[src/inc/clkbuf_regs_pkg.sv]
package clkbuf_regs_pkg;

  // ----------------------------------------
  // register offsets
  // ----------------------------------------
  localparam logic [6:0] OFS_UPPER_OUTPUT_ENABLE = 7'h00;
  localparam logic [6:0] OFS_LOW_OUTPUT_ENABLE = 7'h01;
  localparam logic [6:0] OFS_MID_OUTPUT_ENABLE = 7'h02;
  localparam logic [6:0] OFS_ENABLE_PIN_READBACK = 7'h03;
  localparam logic [6:0] OFS_INTERFACE_SELECT_READBACK = 7'h04;
  localparam logic [6:0] OFS_VENDOR_REVISION_CODE = 7'h05;
  localparam logic [6:0] OFS_PART_IDENTIFIER = 7'h06;
  localparam logic [6:0] OFS_BLOCK_READ_COUNT = 7'h07;
  localparam logic [6:0] OFS_SIDEBAND_OVERRIDE_LOW = 7'h08;
  localparam logic [6:0] OFS_SIDEBAND_OVERRIDE_MID = 7'h09;
  localparam logic [6:0] OFS_SIDEBAND_OVERRIDE_HIGH = 7'h0A;

  // ----------------------------------------
  // field positions and widths
  // ----------------------------------------
  localparam int UPPER_EN_LSB = 3;
  localparam int UPPER_EN_WIDTH = 4;
  localparam int UPPER_FIRST_OUTPUT = 16;
  localparam int PIN_FIRST_OUTPUT = 5;
  localparam int PIN_COUNT = 8;
  localparam int BLOCK_COUNT_WIDTH = 6;
  localparam int VENDOR_LSB = 0;
  localparam int REVISION_LSB = 4;

  // ----------------------------------------
  // reset values
  // ----------------------------------------
  localparam logic [3:0] RST_UPPER_EN = 4'hF;
  localparam logic [7:0] RST_OUTPUT_EN = 8'hFF;
  localparam logic [5:0] RST_BLOCK_COUNT = 6'h08;
  localparam logic [7:0] RST_OVERRIDE = 8'h00;

  // ----------------------------------------
  // register port carriers
  // ----------------------------------------
  typedef struct packed {
    logic valid;
    logic write;
    logic [6:0] addr;
    logic [7:0] wdata;
  } reg_req_s;

  typedef struct packed {
    logic ack;
    logic refused;
    logic [7:0] rdata;
  } reg_rsp_s;

endpackage : clkbuf_regs_pkg

[src/rtl/clock_buffer_output_enable_regs.sv]
// Contract
// - byte 0 bits 3-6 enable outputs 16-19
// - byte 1 enables outputs 0-7, reset ones
// - byte 2 enables outputs 8-15, reset ones
// - byte 3 reads enable pins 5-12 live
// - byte 4 bit 0 reads select pin
// - byte 5 fixed vendor and revision codes
// - byte 6 fixed part identifier code
// - byte 7 block count, resets to eight
// - byte 8 overrides outputs 0-7, reset zero
// - byte 9 overrides outputs 8-15, reset zero
// - byte 10 overrides 16-19, upper bits stored
// - overrides act only with select pin high
// - power good low means low-power mode
// - pin mode: pin low and bit set
// - host sets bit 7 or sends count 1-32; byte 7 stores bits 0-5 only, bit 7 is dropped
// - no register access while power good low
// - select pin chooses side port or pins
module clock_buffer_output_enable_regs
  import clkbuf_regs_pkg::*;
#(
  parameter int NUM_OUTPUTS = 20,
  // arbitrary identity values
  parameter logic [3:0] VENDOR_CODE = 4'hA,
  parameter logic [3:0] REVISION_CODE = 4'h1,
  parameter logic [7:0] PART_CODE = 8'h5A
)
(
  // clock and reset
  input wire logic core_clk,
  input wire logic resetn,
  // device pins
  input wire logic power_good_input,
  input wire logic sideband_select_pin,
  input wire logic [PIN_COUNT-1:0] oe_pin_n,
  // output register of the three-wire side port
  input wire logic [19:0] three_wire_side_port,
  // register port from the bus engine
  input wire reg_req_s reg_req,
  output reg_rsp_s reg_rsp,
  // register views for the bus engine and outputs
  output logic [5:0] block_count_field,
  output logic low_power_mode,
  output logic [19:0] differential_output_pair
);

  // ----------------------------------------
  // elaboration check
  // ----------------------------------------
  // the map fixes twenty outputs; nothing else fits the bytes
  if (NUM_OUTPUTS != 20)
  begin : g_bad_count
    $error("NUM_OUTPUTS must be 20");
  end

  // the pin readback is one byte wide
  if (PIN_COUNT != 8)
  begin : g_bad_pins
    $error("PIN_COUNT must be 8");
  end

  // pin-controlled outputs must exist
  if (PIN_FIRST_OUTPUT + PIN_COUNT > NUM_OUTPUTS)
  begin : g_bad_pin_range
    $error("pin range exceeds outputs");
  end

  // pins and the upper byte must not share outputs
  if (PIN_FIRST_OUTPUT + PIN_COUNT > UPPER_FIRST_OUTPUT)
  begin : g_bad_pin_overlap
    $error("pin range overlaps upper outputs");
  end

  // the upper enables must close the output range
  if (UPPER_FIRST_OUTPUT + UPPER_EN_WIDTH != NUM_OUTPUTS)
  begin : g_bad_upper
    $error("upper enables must end at the last output");
  end

  // the upper enable field sits inside one byte
  if (UPPER_EN_LSB + UPPER_EN_WIDTH > 8)
  begin : g_bad_upper_field
    $error("upper enable field exceeds a byte");
  end

  // the count field sits inside one byte
  if (BLOCK_COUNT_WIDTH > 8)
  begin : g_bad_count_field
    $error("block count field exceeds a byte");
  end

  // vendor and revision nibbles must not overlap
  if (REVISION_LSB != VENDOR_LSB + 4)
  begin : g_bad_id_fields
    $error("vendor and revision fields overlap");
  end

  // a zero count would make block reads empty
  if (RST_BLOCK_COUNT == 6'h00)
  begin : g_bad_count_reset
    $error("block count must not reset to zero");
  end

  // ----------------------------------------
  // state
  // ----------------------------------------
  typedef struct packed {
    // output enables, registers win only in pin mode
    logic [3:0] upper_en;
    logic [7:0] low_en;
    logic [7:0] mid_en;
    logic [5:0] block_count;
    logic [1:0] block_spare;
    // override masks, kept through low-power mode
    logic [7:0] override_low;
    logic [7:0] override_mid;
    logic [7:0] override_high;
    // answer to the last request
    reg_rsp_s rsp;
    // registered so the pairs never see a decode glitch
    logic [19:0] out_en;
  } state_s;

  state_s state;
  state_s next_state;
  logic [19:0] reg_enable;
  logic [19:0] side_override;
  logic [19:0] pin_enable;
  logic [19:0] want_enable;
  logic [19:0] pin_mode_enable;
  logic [19:0] side_mode_enable;
  logic [7:0] read_value;
  logic access_refused;
  logic read_hit;

  // ----------------------------------------
  // per-output views
  // ----------------------------------------
  assign reg_enable = {state.upper_en, state.mid_en, state.low_en};
  assign side_override = {state.override_high[3:0], state.override_mid, state.override_low};

  genvar i;
  for (i = 0; i < 20; i++)
  begin : g_out
    if (i >= PIN_FIRST_OUTPUT && i < PIN_FIRST_OUTPUT + PIN_COUNT)
    begin : g_pin
      // pin low means enabled
      assign pin_enable[i] = ~oe_pin_n[i - PIN_FIRST_OUTPUT];
    end
    else
    begin : g_nopin
      // outputs without a pin follow their register bit only
      assign pin_enable[i] = 1'b1;
    end
    // pin mode: register bit 0 disables whatever the pin says
    assign pin_mode_enable[i] = pin_enable[i] & reg_enable[i];
    // side mode: a set override bit keeps the output on
    assign side_mode_enable[i] = three_wire_side_port[i] | side_override[i];
    assign want_enable[i] = sideband_select_pin ? side_mode_enable[i] : pin_mode_enable[i];
  end

  // ----------------------------------------
  // read multiplexer
  // ----------------------------------------
  always_comb
  begin
    read_value = 8'h00;
    unique case (reg_req.addr)
      OFS_UPPER_OUTPUT_ENABLE:
        read_value[UPPER_EN_LSB +: UPPER_EN_WIDTH] = state.upper_en;
      OFS_LOW_OUTPUT_ENABLE:
        read_value = state.low_en;
      OFS_MID_OUTPUT_ENABLE:
        read_value = state.mid_en;
      // raw pin levels; pins are taken as synchronous
      OFS_ENABLE_PIN_READBACK:
        read_value = oe_pin_n;
      OFS_INTERFACE_SELECT_READBACK:
        read_value[0] = sideband_select_pin;
      // fixed identity bytes
      OFS_VENDOR_REVISION_CODE:
      begin
        read_value[VENDOR_LSB +: 4] = VENDOR_CODE;
        read_value[REVISION_LSB +: 4] = REVISION_CODE;
      end
      OFS_PART_IDENTIFIER:
        read_value = PART_CODE;
      OFS_BLOCK_READ_COUNT:
        read_value = {2'h0, state.block_count};
      OFS_SIDEBAND_OVERRIDE_LOW:
        read_value = state.override_low;
      OFS_SIDEBAND_OVERRIDE_MID:
        read_value = state.override_mid;
      OFS_SIDEBAND_OVERRIDE_HIGH:
        read_value = state.override_high;
      default:
        read_value = 8'h00;
    endcase
  end

  // ----------------------------------------
  // request decode
  // ----------------------------------------
  // refusal leaves every register as it was
  assign access_refused = reg_req.valid & ~power_good_input;
  assign read_hit = reg_req.valid & power_good_input & ~reg_req.write;

  // ----------------------------------------
  // next state
  // ----------------------------------------
  always_comb
  begin
    next_state = state;
    next_state.rsp.ack = 1'b0;
    next_state.rsp.refused = 1'b0;
    if (reg_req.valid)
    begin
      if (access_refused)
      begin
        // bus side is powered down; refuse and keep contents
        next_state.rsp.refused = 1'b1;
      end
      else
      begin
        // read-only and unmapped bytes still acknowledge
        next_state.rsp.ack = 1'b1;
        if (read_hit)
        begin
          next_state.rsp.rdata = read_value;
        end
        else
        begin
          unique case (reg_req.addr)
            OFS_UPPER_OUTPUT_ENABLE:
              next_state.upper_en = reg_req.wdata[UPPER_EN_LSB +: UPPER_EN_WIDTH];
            OFS_LOW_OUTPUT_ENABLE:
              next_state.low_en = reg_req.wdata;
            OFS_MID_OUTPUT_ENABLE:
              next_state.mid_en = reg_req.wdata;
            OFS_BLOCK_READ_COUNT:
              next_state.block_count = reg_req.wdata[BLOCK_COUNT_WIDTH-1:0];
            OFS_SIDEBAND_OVERRIDE_LOW:
              next_state.override_low = reg_req.wdata;
            OFS_SIDEBAND_OVERRIDE_MID:
              next_state.override_mid = reg_req.wdata;
            OFS_SIDEBAND_OVERRIDE_HIGH:
              next_state.override_high = reg_req.wdata;
            OFS_ENABLE_PIN_READBACK,
            OFS_INTERFACE_SELECT_READBACK,
            OFS_VENDOR_REVISION_CODE,
            OFS_PART_IDENTIFIER:
            begin
              // acknowledged only; these bytes are pins or constants
              next_state.block_spare = state.block_spare;
            end
            default:
              next_state.block_spare = state.block_spare;
          endcase
        end
      end
    end
    // low-power mode forces every pair low
    next_state.out_en = power_good_input ? want_enable : 20'h00000;
  end

  // ----------------------------------------
  // state register
  // ----------------------------------------
  always_ff @(posedge core_clk or negedge resetn)
  begin
    if (!resetn)
    begin
      state.upper_en <= RST_UPPER_EN;
      state.low_en <= RST_OUTPUT_EN;
      state.mid_en <= RST_OUTPUT_EN;
      state.block_count <= RST_BLOCK_COUNT;
      state.block_spare <= 2'h0;
      state.override_low <= RST_OVERRIDE;
      state.override_mid <= RST_OVERRIDE;
      state.override_high <= RST_OVERRIDE;
      state.rsp <= '0;
      state.out_en <= 20'h00000;
    end
    else
    begin
      state <= next_state;
    end
  end

  // ----------------------------------------
  // outputs
  // ----------------------------------------
  assign reg_rsp = state.rsp;
  // the bus engine gets only the six-bit count; the byte-mode bit is not kept
  assign block_count_field = state.block_count;
  // combinational so the engine sees power loss at once
  assign low_power_mode = ~power_good_input;
  assign differential_output_pair = state.out_en;

endmodule : clock_buffer_output_enable_regs

[config.mk]
export PLATFORM = sky130hd
export DESIGN_NAME = clock_buffer_output_enable_regs
export DESIGN_NICKNAME = d
export VERILOG_FILES = /design/src/inc/clkbuf_regs_pkg.sv /design/src/rtl/clock_buffer_output_enable_regs.sv
export SDC_FILE = /design/constraint.sdc
export NUM_CORES = 1
export LEC_CHECK = 0
export BUFFER_PORTS_ARGS = -buffer_cell sky130_fd_sc_hd__clkbuf_2
export CAP_MARGIN = 25
export CORE_MARGIN = 2
export CORE_UTILIZATION = 53
export DETAILED_ROUTE_END_ITERATION = 12
export GPL_TIMING_DRIVEN = 0
export PLACE_DENSITY = 0.78
export SYNTH_ARGS = -nofsm -noshare
export SYNTH_HDL_FRONTEND = slang
export SYNTH_SLANG_ARGS = --single-unit
[constraint.sdc]
create_clock -name core_clk -period 4.42 [get_ports core_clk]
set_clock_uncertainty 0.15 [all_clocks]
set_input_delay 0.884 -clock core_clk [delete_from_list [all_inputs] [get_ports core_clk]]
set_output_delay 0.884 -clock core_clk [all_outputs]
set_load 0.005 [all_outputs]
# Yosys cells after proc, flatten, opt, wreduce, memory -nomap -nowiden
# Index checks and enable logic that the tools add are counted.
# W data, S select, Z words.
dict set report totals {
  ff_bits 80
  output_inout_bits 37
  wordCells 104
}
dict set report op_classes {
  eq_ne 10
  muxes 30
  n_bitwise 43
  reduce_logical 10
}
# op n
set ops {}
lappend ops {{$pmux W4 S10} 1}
lappend ops {{$eq A7 B3 Y1 const B} 4}
lappend ops {{$reduce_and A4 Y1} 7}
lappend ops {{$mux W1} 22}
lappend ops {{$eq A7 B4 Y1 const B} 3}
lappend ops {{$mux W20} 1}
lappend ops {{$or A1 B1 Y1} 20}
lappend ops {{$mux W8} 2}
lappend ops {{$pmux W2 S8} 1}
lappend ops {{$eq A7 B2 Y1 const B} 2}
lappend ops {{$not A1 Y1} 12}
lappend ops {{$and A1 B1 Y1} 11}
lappend ops {{$mux W10} 1}
lappend ops {{$pmux W1 S8} 1}
lappend ops {{$eq A7 B1 Y1 const B} 1}
lappend ops {{$logic_not A7 Y1} 1}
lappend ops {{$pmux W1 S6} 1}
lappend ops {{$reduce_and A3 Y1} 1}
lappend ops {{$reduce_or A2 Y1} 1}

# Logic depth before layout (Yosys ltp)
# Gate-level depths: netlist of the first run.
dict set report logic_depth {
  word_depth 6
  mapped_depth 7
  depth_no_buf 5
}

# Least setup slack after synthesis of the first run
# Ideal clock, no wire load.
dict set report synth_path {
  path_kind {input to register}
  startpoint {in reg_req[10] (netlist name)}
  endpoint {reg state, in the netlist side_override[10]}
  setup_ns 0.125
  t_arrival_ns 2.155
  setup_slack_ns 1.991
  stages 7
  path_buffers 2
  path_cell_list {buf_2 > nor3_4 > and2_4 > nand3_2 > nor2b_1 > buf_4 > mux2_2}
}
dict set report synth_via {
  elab_chain_cells 2
}
# element line
set synth_lines {}
lappend synth_lines {{from (decl)} clock_buffer_output_enable_regs.sv:39} ;# input wire reg_req_s reg_req,
lappend synth_lines {{$eq A7 B4 Y1} clock_buffer_output_enable_regs.sv:233} ;# unique case (reg_req.addr)
lappend synth_lines {{$reduce_and A4 Y1 (no source line)} --}
lappend synth_lines {{to (signal assigned)} clock_buffer_output_enable_regs.sv:286} ;# state <= next_state;
lappend synth_lines {{to (decl)} clock_buffer_output_enable_regs.sv:124} ;# state_s state;
# No other way between the ends.
# A chain may end at the register's enable or synchronous reset.

# Worst setup path after layout of the first run
dict set report layout_path {
  startpoint {in power_good_input}
  endpoint {out low_power_mode}
}
dict set report layout_via {
  elab_chain_cells 1
}
# element line
set layout_lines {}
lappend layout_lines {{from (decl)} clock_buffer_output_enable_regs.sv:33} ;# input wire logic power_good_input,
lappend layout_lines {{$not A1 Y1} clock_buffer_output_enable_regs.sv:297} ;# assign low_power_mode = ~power_good_input;
lappend layout_lines {{to (decl)} clock_buffer_output_enable_regs.sv:43} ;# output logic low_power_mode,
# No other way between the ends.

==> results of run 1 <==
[flip-flops by register name, indices dropped and copies added, names as in the netlist]
| signal | count |
|---|---|
| block_count_field | 6 |
| differential_output_pair | 20 |
| pin_mode_enable | 12 |
| reg_enable | 8 |
| reg_rsp | 10 |
| side_override | 20 |
| state | 4 |
[through the flow]
stage | instances | hold WS, ns
detailed placement | 547 | 0.3231
finish | 563 | 0.3425
global route | 563 | 0.3704
global placement | 546 | 0.3208
floorplan | 360 | 0.3010
CTS | 563 | 0.3512
[power groups by stage]
stage               Sequential, mW  Clock, mW  Combinational [mW]
floorplan                    0.780          0              0.0896
detailed placement           0.784          0               0.175
finish                       0.771      0.555               0.176
global route                 0.773      0.584               0.192
global placement             0.783          0               0.169
CTS                          0.771      0.555               0.176
[kinds of logic (layout without fill, tap and decap cells)]
family | count (synthesis) | count (layout) | share of synthesized area
flops | 80 | 80 | 0.4899
compound gates | 88 | 88 | 0.1381
buf+inv | 55 | 156 | 0.08643
simple gates | 71 | 71 | 0.1067
mux | 66 | 66 | 0.1789
[routing by layer]
metal	track usage	up-vias	share of wire
li1	-	1472	-
met1	0.3583	1617	0.43
met2	0.3996	145	0.47
met3	0.03417	22	0.069
met4	0.1306	0	0.026
met5	0	-	0
[worst min path at each step]
stage / from / end / depth (start not counted)
finish: resetn / differential_output_pair[11] / 1
global route: reg_rsp[2] / reg_rsp[2] / 2
CTS: resetn / differential_output_pair[3] / 1
detailed placement: reg_rsp[7] / reg_rsp[7] / 1
global placement: reg_rsp[7] / reg_rsp[7] / 1
floorplan: reg_rsp[7] / reg_rsp[7] / 1
[worst register-to-register path, delay by kind of cell, from the launching register on]
kind,cells,cell delay [ns]
AO/OA/AOI/OAI,3,0.72
flip-flops,1,0.54
multiplexers,1,0.15
[area by class of cell]
cell class	count	area, um2
Timing Repair Buffer	85	450.4
Buffer	54	354.1
Sequential cell	80	2028
Clock inverter	2	37.54
Inverter	1	3.754
Tap cell	102	127.6
Clock buffer	14	162.7
Multi-Input combinational cell	225	1754
Fill cell	602	2729
[placed cells by master (no fill, tap or decap), types with 2 or more instances in the layout]
cell type,n
clkbuf_2,83
dfrtp_1,59
mux2_2,50
buf_4,38
a21oi_1,31
o21ai_0,21
dfstp_2,21
nor2_1,19
nand2_1,18
clkbuf_1,12
mux2i_1,11
clkbuf_8,11
or3b_2,8
buf_2,7
o22ai_1,6
nor2b_1,5
mux2_1,4
nand2b_1,3
a32oi_1,3
o21a_1,3
a221o_1,3
nor2_2,2
nand2_2,2
nand3_2,2
a21o_1,2
o32ai_1,2
o311a_1,2
a31oi_1,2
o211ai_1,2
a22o_1,2
==> results.tsv, run 1 <==
metric	value	unit
status	finished, final reports clean	
cts_buffers	9	
worst_slew_pin_slew	0.7273	ns
place_hpwl	7667	um
netlist.top_cell.by_area	dfrtp_1	
hold_buffers	0	
total_leakage_power	2.411	nW
clockBufferDepth	2	
row_count	32	
drive_above_1_share	0.5184	
cp_slowest_cell	clkinv_1	
placed_area	4718	um2
start_util	0.5414	
grtUsageTotal	0.2582	
cp_num_cells	3	
finalSetupTns	0	ns
synth_commonest_cells	dfrtp_1 (59), mux2_2 (50), buf_4 (38)	
yosysTopAreaCellShare	0.3566	
first_global_vias	3154	
fin_util	0.6432	
required	3.39	ns
gp_congestion	0.8953	
fin_crit_sh	0.6151	
fmax	367.8	MHz
power	1.502	mW
routed_wire_length_per_instance	19.07	um
syn_inst	360	
synth_most_common_cell	dfrtp_1	
cpPeakStageDelay	0.37	ns
clock-sinks	80	
syn_area_per_cell	11.50	um2
portBuffers	84	
io_pins	86	
synthesis.nets	409	
start_kind	input port	
yosysWarnings	0	
crit_path_end	low_power_mode	
crit_path_cell_trace	clkbuf_2 > clkinv_1 > clkbuf_2	
path_clk_slew	0.08	ns
critPathKind	in2out	
synthTopCellsByArea	dfrtp_1 (36%), mux2_2 (14%), dfstp_2 (13%)	
ff2ff_path_depth	4	
nets	505	
hp-class	in2async	
pwr-share-seq	0.513	
cts.repair.resized	0	
core	7647	um2
hold_violations	0	
dp_slack	1.659	ns
synth_edf_count	0	
crit_fanout	9	
antenna_found_initial	0	
wl	10740	um
startpoint	power_good_input	
p_switching	373.8	uW
ys_seq_elements	80	
power.density	305.4	nW/um2
cp-end-kind	output port	
setup_viol	0	
crit_path_frequent_cell	clkbuf_2	
maxSlewViolCount	0	
grt_max_degree	52	
crit_family	buffers and inverters	
first_pass_iters	4	
stdcell_area	4918	um2
post_cts_buffers	0	
period_needed	2.719	ns
power_frac_comb	0.117	
r2r_setup_slack	2.79	ns
synthesis.area	4140	um2
drt_iter0_markers	254	
cts_tree	done	
clk_latency	0.35	ns
htreeDepth	3	
cts-root-buf	clkbuf_8	
n_antenna_cell	0	
drv_cap	0	
crit_arrival	1.68	ns
overflow	0	
synth_ff_type	dfrtp_1	
syn_to_final_growth	18.80	%
peakVddDrop	209.6	uV
synth_seq_area_share	0.4899	
grt_pass1_wl	16640	um
viasPerCell	5.783	
sw_frac_of_total	0.2489	
max_slew_margin	0.5107	
fin_ws	1.701	ns
clkPwrFrac	0.370	
path_buf_inv	3	
r2r-end	reg_rsp[7]	
die_w	92.39	um
die_h	92.39	um
via_count	3256	
synth_cell_types	51	
antenna_left	0	
rsz0062_at_grt	no	
die_area	8535	um2
synthArstFlopShare	1.000	
reg2reg_from	pin_mode_enable[15]	
drc	0	
p_int	1.128	mW
No activity file was read; power rests on OpenSTA's default activity.
==> run 2: changes to the inputs <==
- CORE_UTILIZATION: 53 -> 50
- PLACE_DENSITY: 0.78 -> 0.77
- clock period: 4.42 -> 2.3 ns (I/O delays scaled with it)
==> run 2 against run 1 <==
Against the previous run:
- worst hold slack lost 0.14 ns
- register-to-register slack lost 2.1 ns
- flip-flop and latch count is the same
- first-iteration DRC count shrank 33%
- total power grew 110%
- core utilization shrank 2.8 points
- clock power grew to 2.5 times the previous value
- combinational power grew 94%
- sequential share of layout area shrank 0.69 points
- wire length grew 2.9%
==> results.tsv, run 2 (same netlist as run 1, synthesis figures left out) <==
metric	value	unit	change
drt_iter0_markers	171		-33%
hold_buffers	1		+1
row_count	33		+3.1%
n_antenna_cell	0		unchanged
first_global_vias	3046		-3.4%
die_h	95.00	um	+2.8%
worst_slew_pin_slew	0.8416	ns	+0.1143 ns
antenna_left	0		unchanged
status	finished, final reports clean		
io_pins	86		unchanged
worstHoldEndpoint	differential_output_pair[1]		
placed_area	4722	um2	about the same
wl	11050	um	+2.9%
viasPerCell	5.614		-2.9%
core	8134	um2	+6.4%
power.density	641.8	nW/um2	+110%
dp_slack	-0.04485	ns	-1.703 ns
clockBufferDepth	2		unchanged
place_hpwl	7894	um	+3.0%
crit_arrival	2.08	ns	+0.40 ns
hp-class	in2reg		
stdcell_area	5002	um2	+1.7%
required	2.39	ns	-1.00 ns
cts-root-buf	clkbuf_8		
die_area	9024	um2	+5.7%
portBuffers	84		unchanged
first_pass_iters	4		unchanged
fin_crit_sh	0.8660		
min_path_cells	3		
r2r-end	reg_rsp[7]		
cts_buffers	9		unchanged
crit_fanout	10		+1
r2r_setup_slack	0.69	ns	-2.10 ns
die_w	95.00	um	+2.8%
htreeDepth	3		unchanged
peakVddDrop	323.4	uV	+54%
fmax	502.1	MHz	
rsz0062_at_grt	no		
layout_common_cells	clkbuf_2 (83), dfrtp_1 (59), mux2_2 (50)		
path_clk_slew	0.08	ns	about the same
cts_tree	done		
overflow	0		unchanged
ff2ff_path_depth	4		unchanged
cp-end-kind	register		
drv_cap	0		unchanged
period_needed	1.992	ns	
hold_violations	0		unchanged
post_cts_buffers	0		unchanged
setup_viol	0		unchanged
drive_above_1_share	0.5216		+0.003207
start_kind	input port		
grt_max_degree	58		+12%
via_count	3183		-2.2%
maxSlewViolCount	0		unchanged
syn_to_final_growth	20.82	%	
start_util	0.5090		-0.03240
grtUsageTotal	0.2564		-0.001798
fin_ws	0.3083	ns	-1.393 ns
nets	506		+0.20%
routed_wire_length_per_instance	19.48	um	+2.2%
total_leakage_power	2.452	nW	+1.7%
antenna_found_initial	0		unchanged
reg2reg_from	pin_mode_enable[15]		
critPathKind	in2reg		
hp-start	three_wire_side_port[1]		
fill_cells	651		+8.1%
max_slew_margin	0.4338		-0.07691
clk_latency	0.36	ns	about the same
final_common_cell	clkbuf_2		
grt_pass1_wl	16800	um	+1.0%
clock-sinks	80		unchanged
gp_congestion	0.9159		+2.3%
cts.repair.resized	0		unchanged
drc	0		unchanged
[run 2: changes by cell type in the layout (fill, tap and decap cells not counted), sizes merged]
cell / delta
bufinv: +3
clkinv: +1
dlygate4sd3: +1
clkbuf: -3
clkinvlp: -1
[run 2: cell type report]
type | instances | area, um2 | share of cell area
inverters | 1 | 3.754 | 0.0007504
clock buffers | 11 | 141.4 | 0.02826
repair buffers | 86 | 460.4 | 0.09205
plain buffers | 54 | 354.1 | 0.07079
flip-flops and latches | 80 | 2028 | 0.4055
multi-input cells | 225 | 1754 | 0.3507
well taps | 105 | 131.4 | 0.02626
clock inverters | 5 | 128.9 | 0.02576
[run 2: critical path: stages]
cell	delay (ns)
clkbuf_2	0.09
buf_2	0.18
nor2_1	0.42
nand4_2	0.50
mux2_2	0.43
[run 2: where the power goes]
part | switching, mW | internal, mW
Sequential | 0.0249 | 1.46
Combinational | 0.193 | 0.148
Clock | 0.524 | 0.863
[run 2: worst max path at each step]
stage | endpoint | slack [ns] | from | cells after the start
finish | side_override[7] | 0.31 | reg_req[8] | 5
global placement | side_override[5] | -0.11 | resetn | 1
global route | block_count_field[4] | 0.24 | reg_req[14] | 6
detailed placement | side_override[2] | -0.04 | reg_req[8] | 5
floorplan | side_override[10] | 0.29 | reg_req[10] | 7
CTS | side_override[1] | 0.33 | reg_req[8] | 5
[run 2: metal layers]
metal / part of all wire / wire length [um] / global-route usage / vias to the layer above
li1: - / - / - / 1484
met1: 0.44 / 4829 / 0.3480 / 1570
met2: 0.47 / 5215 / 0.4078 / 106
met3: 0.068 / 756 / 0.04310 / 23
met4: 0.022 / 244 / 0.1075 / 0
met5: 0 / 0 / 0 / -
[run 2: through the flow]
stage	hold WS [ns]	total power, mW	instances	utilization	TNS (ns)
floorplan	0.01441	1.671	360	-	0
global placement	0.3205	1.832	549	0.5768	-6.002
detailed placement	0.2635	1.847	550	0.5805	-0.2849
CTS	0.2059	3.223	567	0.6150	0
global route	0.2087	3.321	567	0.6150	0
finish	0.2048	3.210	567	0.6150	0
==> run 3: changes to the inputs <==
- CORE_ASPECT_RATIO: not set -> 1.4
==> run 3 against run 2 <==
Against the previous run:
- global-route usage is 0.39 points higher
- clock-buffer cell count is 3 higher
- sequential power hardly changed
- combinational power hardly changed
- worst hold slack better by 0.025 ns
- fmax is 7.5% lower
- total power is 2.9% higher
- final cell count is 0.53% lower
- largest power group unchanged
- highest routed layer unchanged
==> results.tsv, run 3 (same netlist as run 1, synthesis figures left out) <==
metric	value	unit	change
core	8100	um2	-0.42%
gp_congestion	0.9710		+6.0%
viasPerCell	5.839		+4.0%
first_global_vias	3280		+7.7%
clk_latency	0.34	ns	-0.02 ns
ff2ff_path_depth	4		unchanged
worstHoldEndpoint	differential_output_pair[16]		
clock-sinks	80		unchanged
antenna_found_initial	0		unchanged
htreeDepth	3		unchanged
r2r-end	reg_rsp[7]		
path_buf_inv	2		unchanged
layout_common_cells	clkbuf_2 (83), dfrtp_1 (59), mux2_2 (50)		
min_path_cells	3		unchanged
final_cells	564		-0.53%
power	3.302	mW	+2.9%
crit_fanout	10		unchanged
grt_pass1_wl	17320	um	+3.1%
hp-class	in2reg		
crit_family	simple AND/OR/NAND/NOR gates		
worst_slew_pin_slew	0.8475	ns	+0.005938 ns
period_needed	2.153	ns	+0.1611 ns
place_inst	547		-0.55%
finalSetupTns	0	ns	unchanged
setup_viol	0		unchanged
final_common_cell	clkbuf_2		
start_kind	input port		
cpPeakStageDelay	0.52	ns	+0.02 ns
n_antenna_cell	0		unchanged
cts_buffers	9		unchanged
grt_max_degree	58		unchanged
rsz0062_at_grt	no		
row_count	39		+18%
die_h	111.7	um	+18%
max_slew_margin	0.4298		-0.003995
cp-end-kind	register		
drt_iter0_markers	310		+81%
total_leakage_power	2.468	nW	+0.63%
cts_tree	done		
drc	0		unchanged
portBuffers	84		unchanged
clockBufferDepth	2		unchanged
hp-start	three_wire_side_port[16]		
required	2.37	ns	-0.02 ns
place_hpwl	7995	um	+1.3%
first_pass_iters	5		+1
r2r_setup_slack	0.73	ns	+0.04 ns
wl	11090	um	+0.39%
antenna_left	0		unchanged
start_util	0.5111		+0.002123
peakVddDrop	545.2	uV	+69%
fin_crit_sh	0.9360		+0.07003
power.density	655.2	nW/um2	+2.1%
cp_slowest_cell	nand4_2		
syn_to_final_growth	21.73	%	
nets	506		unchanged
drive_above_1_share	0.5195		-0.002165
die_w	80.91	um	-15%
cts-root-buf	clkbuf_16		
reg2reg_from	pin_mode_enable[15]		
post_cts_buffers	0		unchanged
crit_path_cell_trace	clkbuf_2 > buf_2 > nor2_1 > nand4_2 > mux2_2		
io_pins	86		unchanged
crit_arrival	2.22	ns	+0.14 ns
routed_wire_length_per_instance	19.66	um	+0.92%
via_count	3293		+3.5%
fmax	464.5	MHz	-7.5%
die_area	9035	um2	+0.12%
status	finished, final reports clean		
maxSlewViolCount	0		unchanged
hold_buffers	1		unchanged
path_clk_slew	0.06	ns	-0.02 ns
cts.repair.resized	0		unchanged
overflow	0		unchanged
hold_violations	0		unchanged
drv_cap	0		unchanged
critPathKind	in2reg		
grtUsageTotal	0.2603		+0.003899
-- run 3: cell types whose count changed in the layout (fill, tap and decap cells not counted) --
| cell | before | now |
|---|---|---|
| clkinvlp_4 | 0 | 1 |
| clkinv_4 | 1 | 0 |
| bufinv_16 | 4 | 1 |
| clkbuf_1 | 10 | 11 |
| clkbuf_8 | 10 | 3 |
| clkbuf_16 | 0 | 9 |
-- run 3: power breakdown --
group	switching, mW	internal (mW)	total [mW]
logic	0.195	0.149	0.343
clock network	0.544	0.930	1.47
registers	0.0251	1.46	1.49
-- run 3: how the worst max path moves through the flow --
stage	cells after the start	startpoint	end	slack, ns
finish	5	reg_req[8]	side_override[3]	0.15
global route	5	reg_req[8]	side_override[4]	0.08
CTS	5	reg_req[8]	side_override[7]	0.21
detailed placement	5	reg_req[8]	side_override[7]	-0.14
global placement	1	resetn	block_count_field[2]	-0.09
floorplan	7	reg_req[10]	side_override[10]	0.29
-- run 3: layer usage --
layer,vias to the layer above,track usage,share of wire
met5,-,0,0
met4,0,0.1367,0.053
met3,46,0.06483,0.068
met2,189,0.4083,0.49
met1,1584,0.3283,0.39
li1,1474,-,-
-- run 3: final cells by class --
cell class                      instances  area, um2
Clock inverter                          2      37.54
Fill cell                             661       3060
Buffer                                 54      354.1
Inverter                                1      3.754
Multi-Input combinational cell        225       1754
Sequential cell                        80       2028
Timing Repair Buffer                   86      460.4
Tap cell                              102      127.6
Clock buffer                           14      274.0
-- run 3: through the flow --
stage	hold WS [ns]	area [um2]	worst slack [ns]	util
after floorplan	0.01441	4140	0.2945	-
after global placement	0.3161	4688	-0.08531	0.5788
after detailed placement	0.2678	4718	-0.1382	0.5825
after CTS	0.2255	5040	0.2115	0.6222
after global routing	0.2545	5040	0.07669	0.6222
final	0.2296	5040	0.1472	0.6222
-- run 3: worst reg2reg max path: cells and delay by family, from the launching register on --
family,cells,cell delay [ns]
AO/OA/AOI/OAI,3,0.67
flip-flops,1,0.54
multiplexers,1,0.14
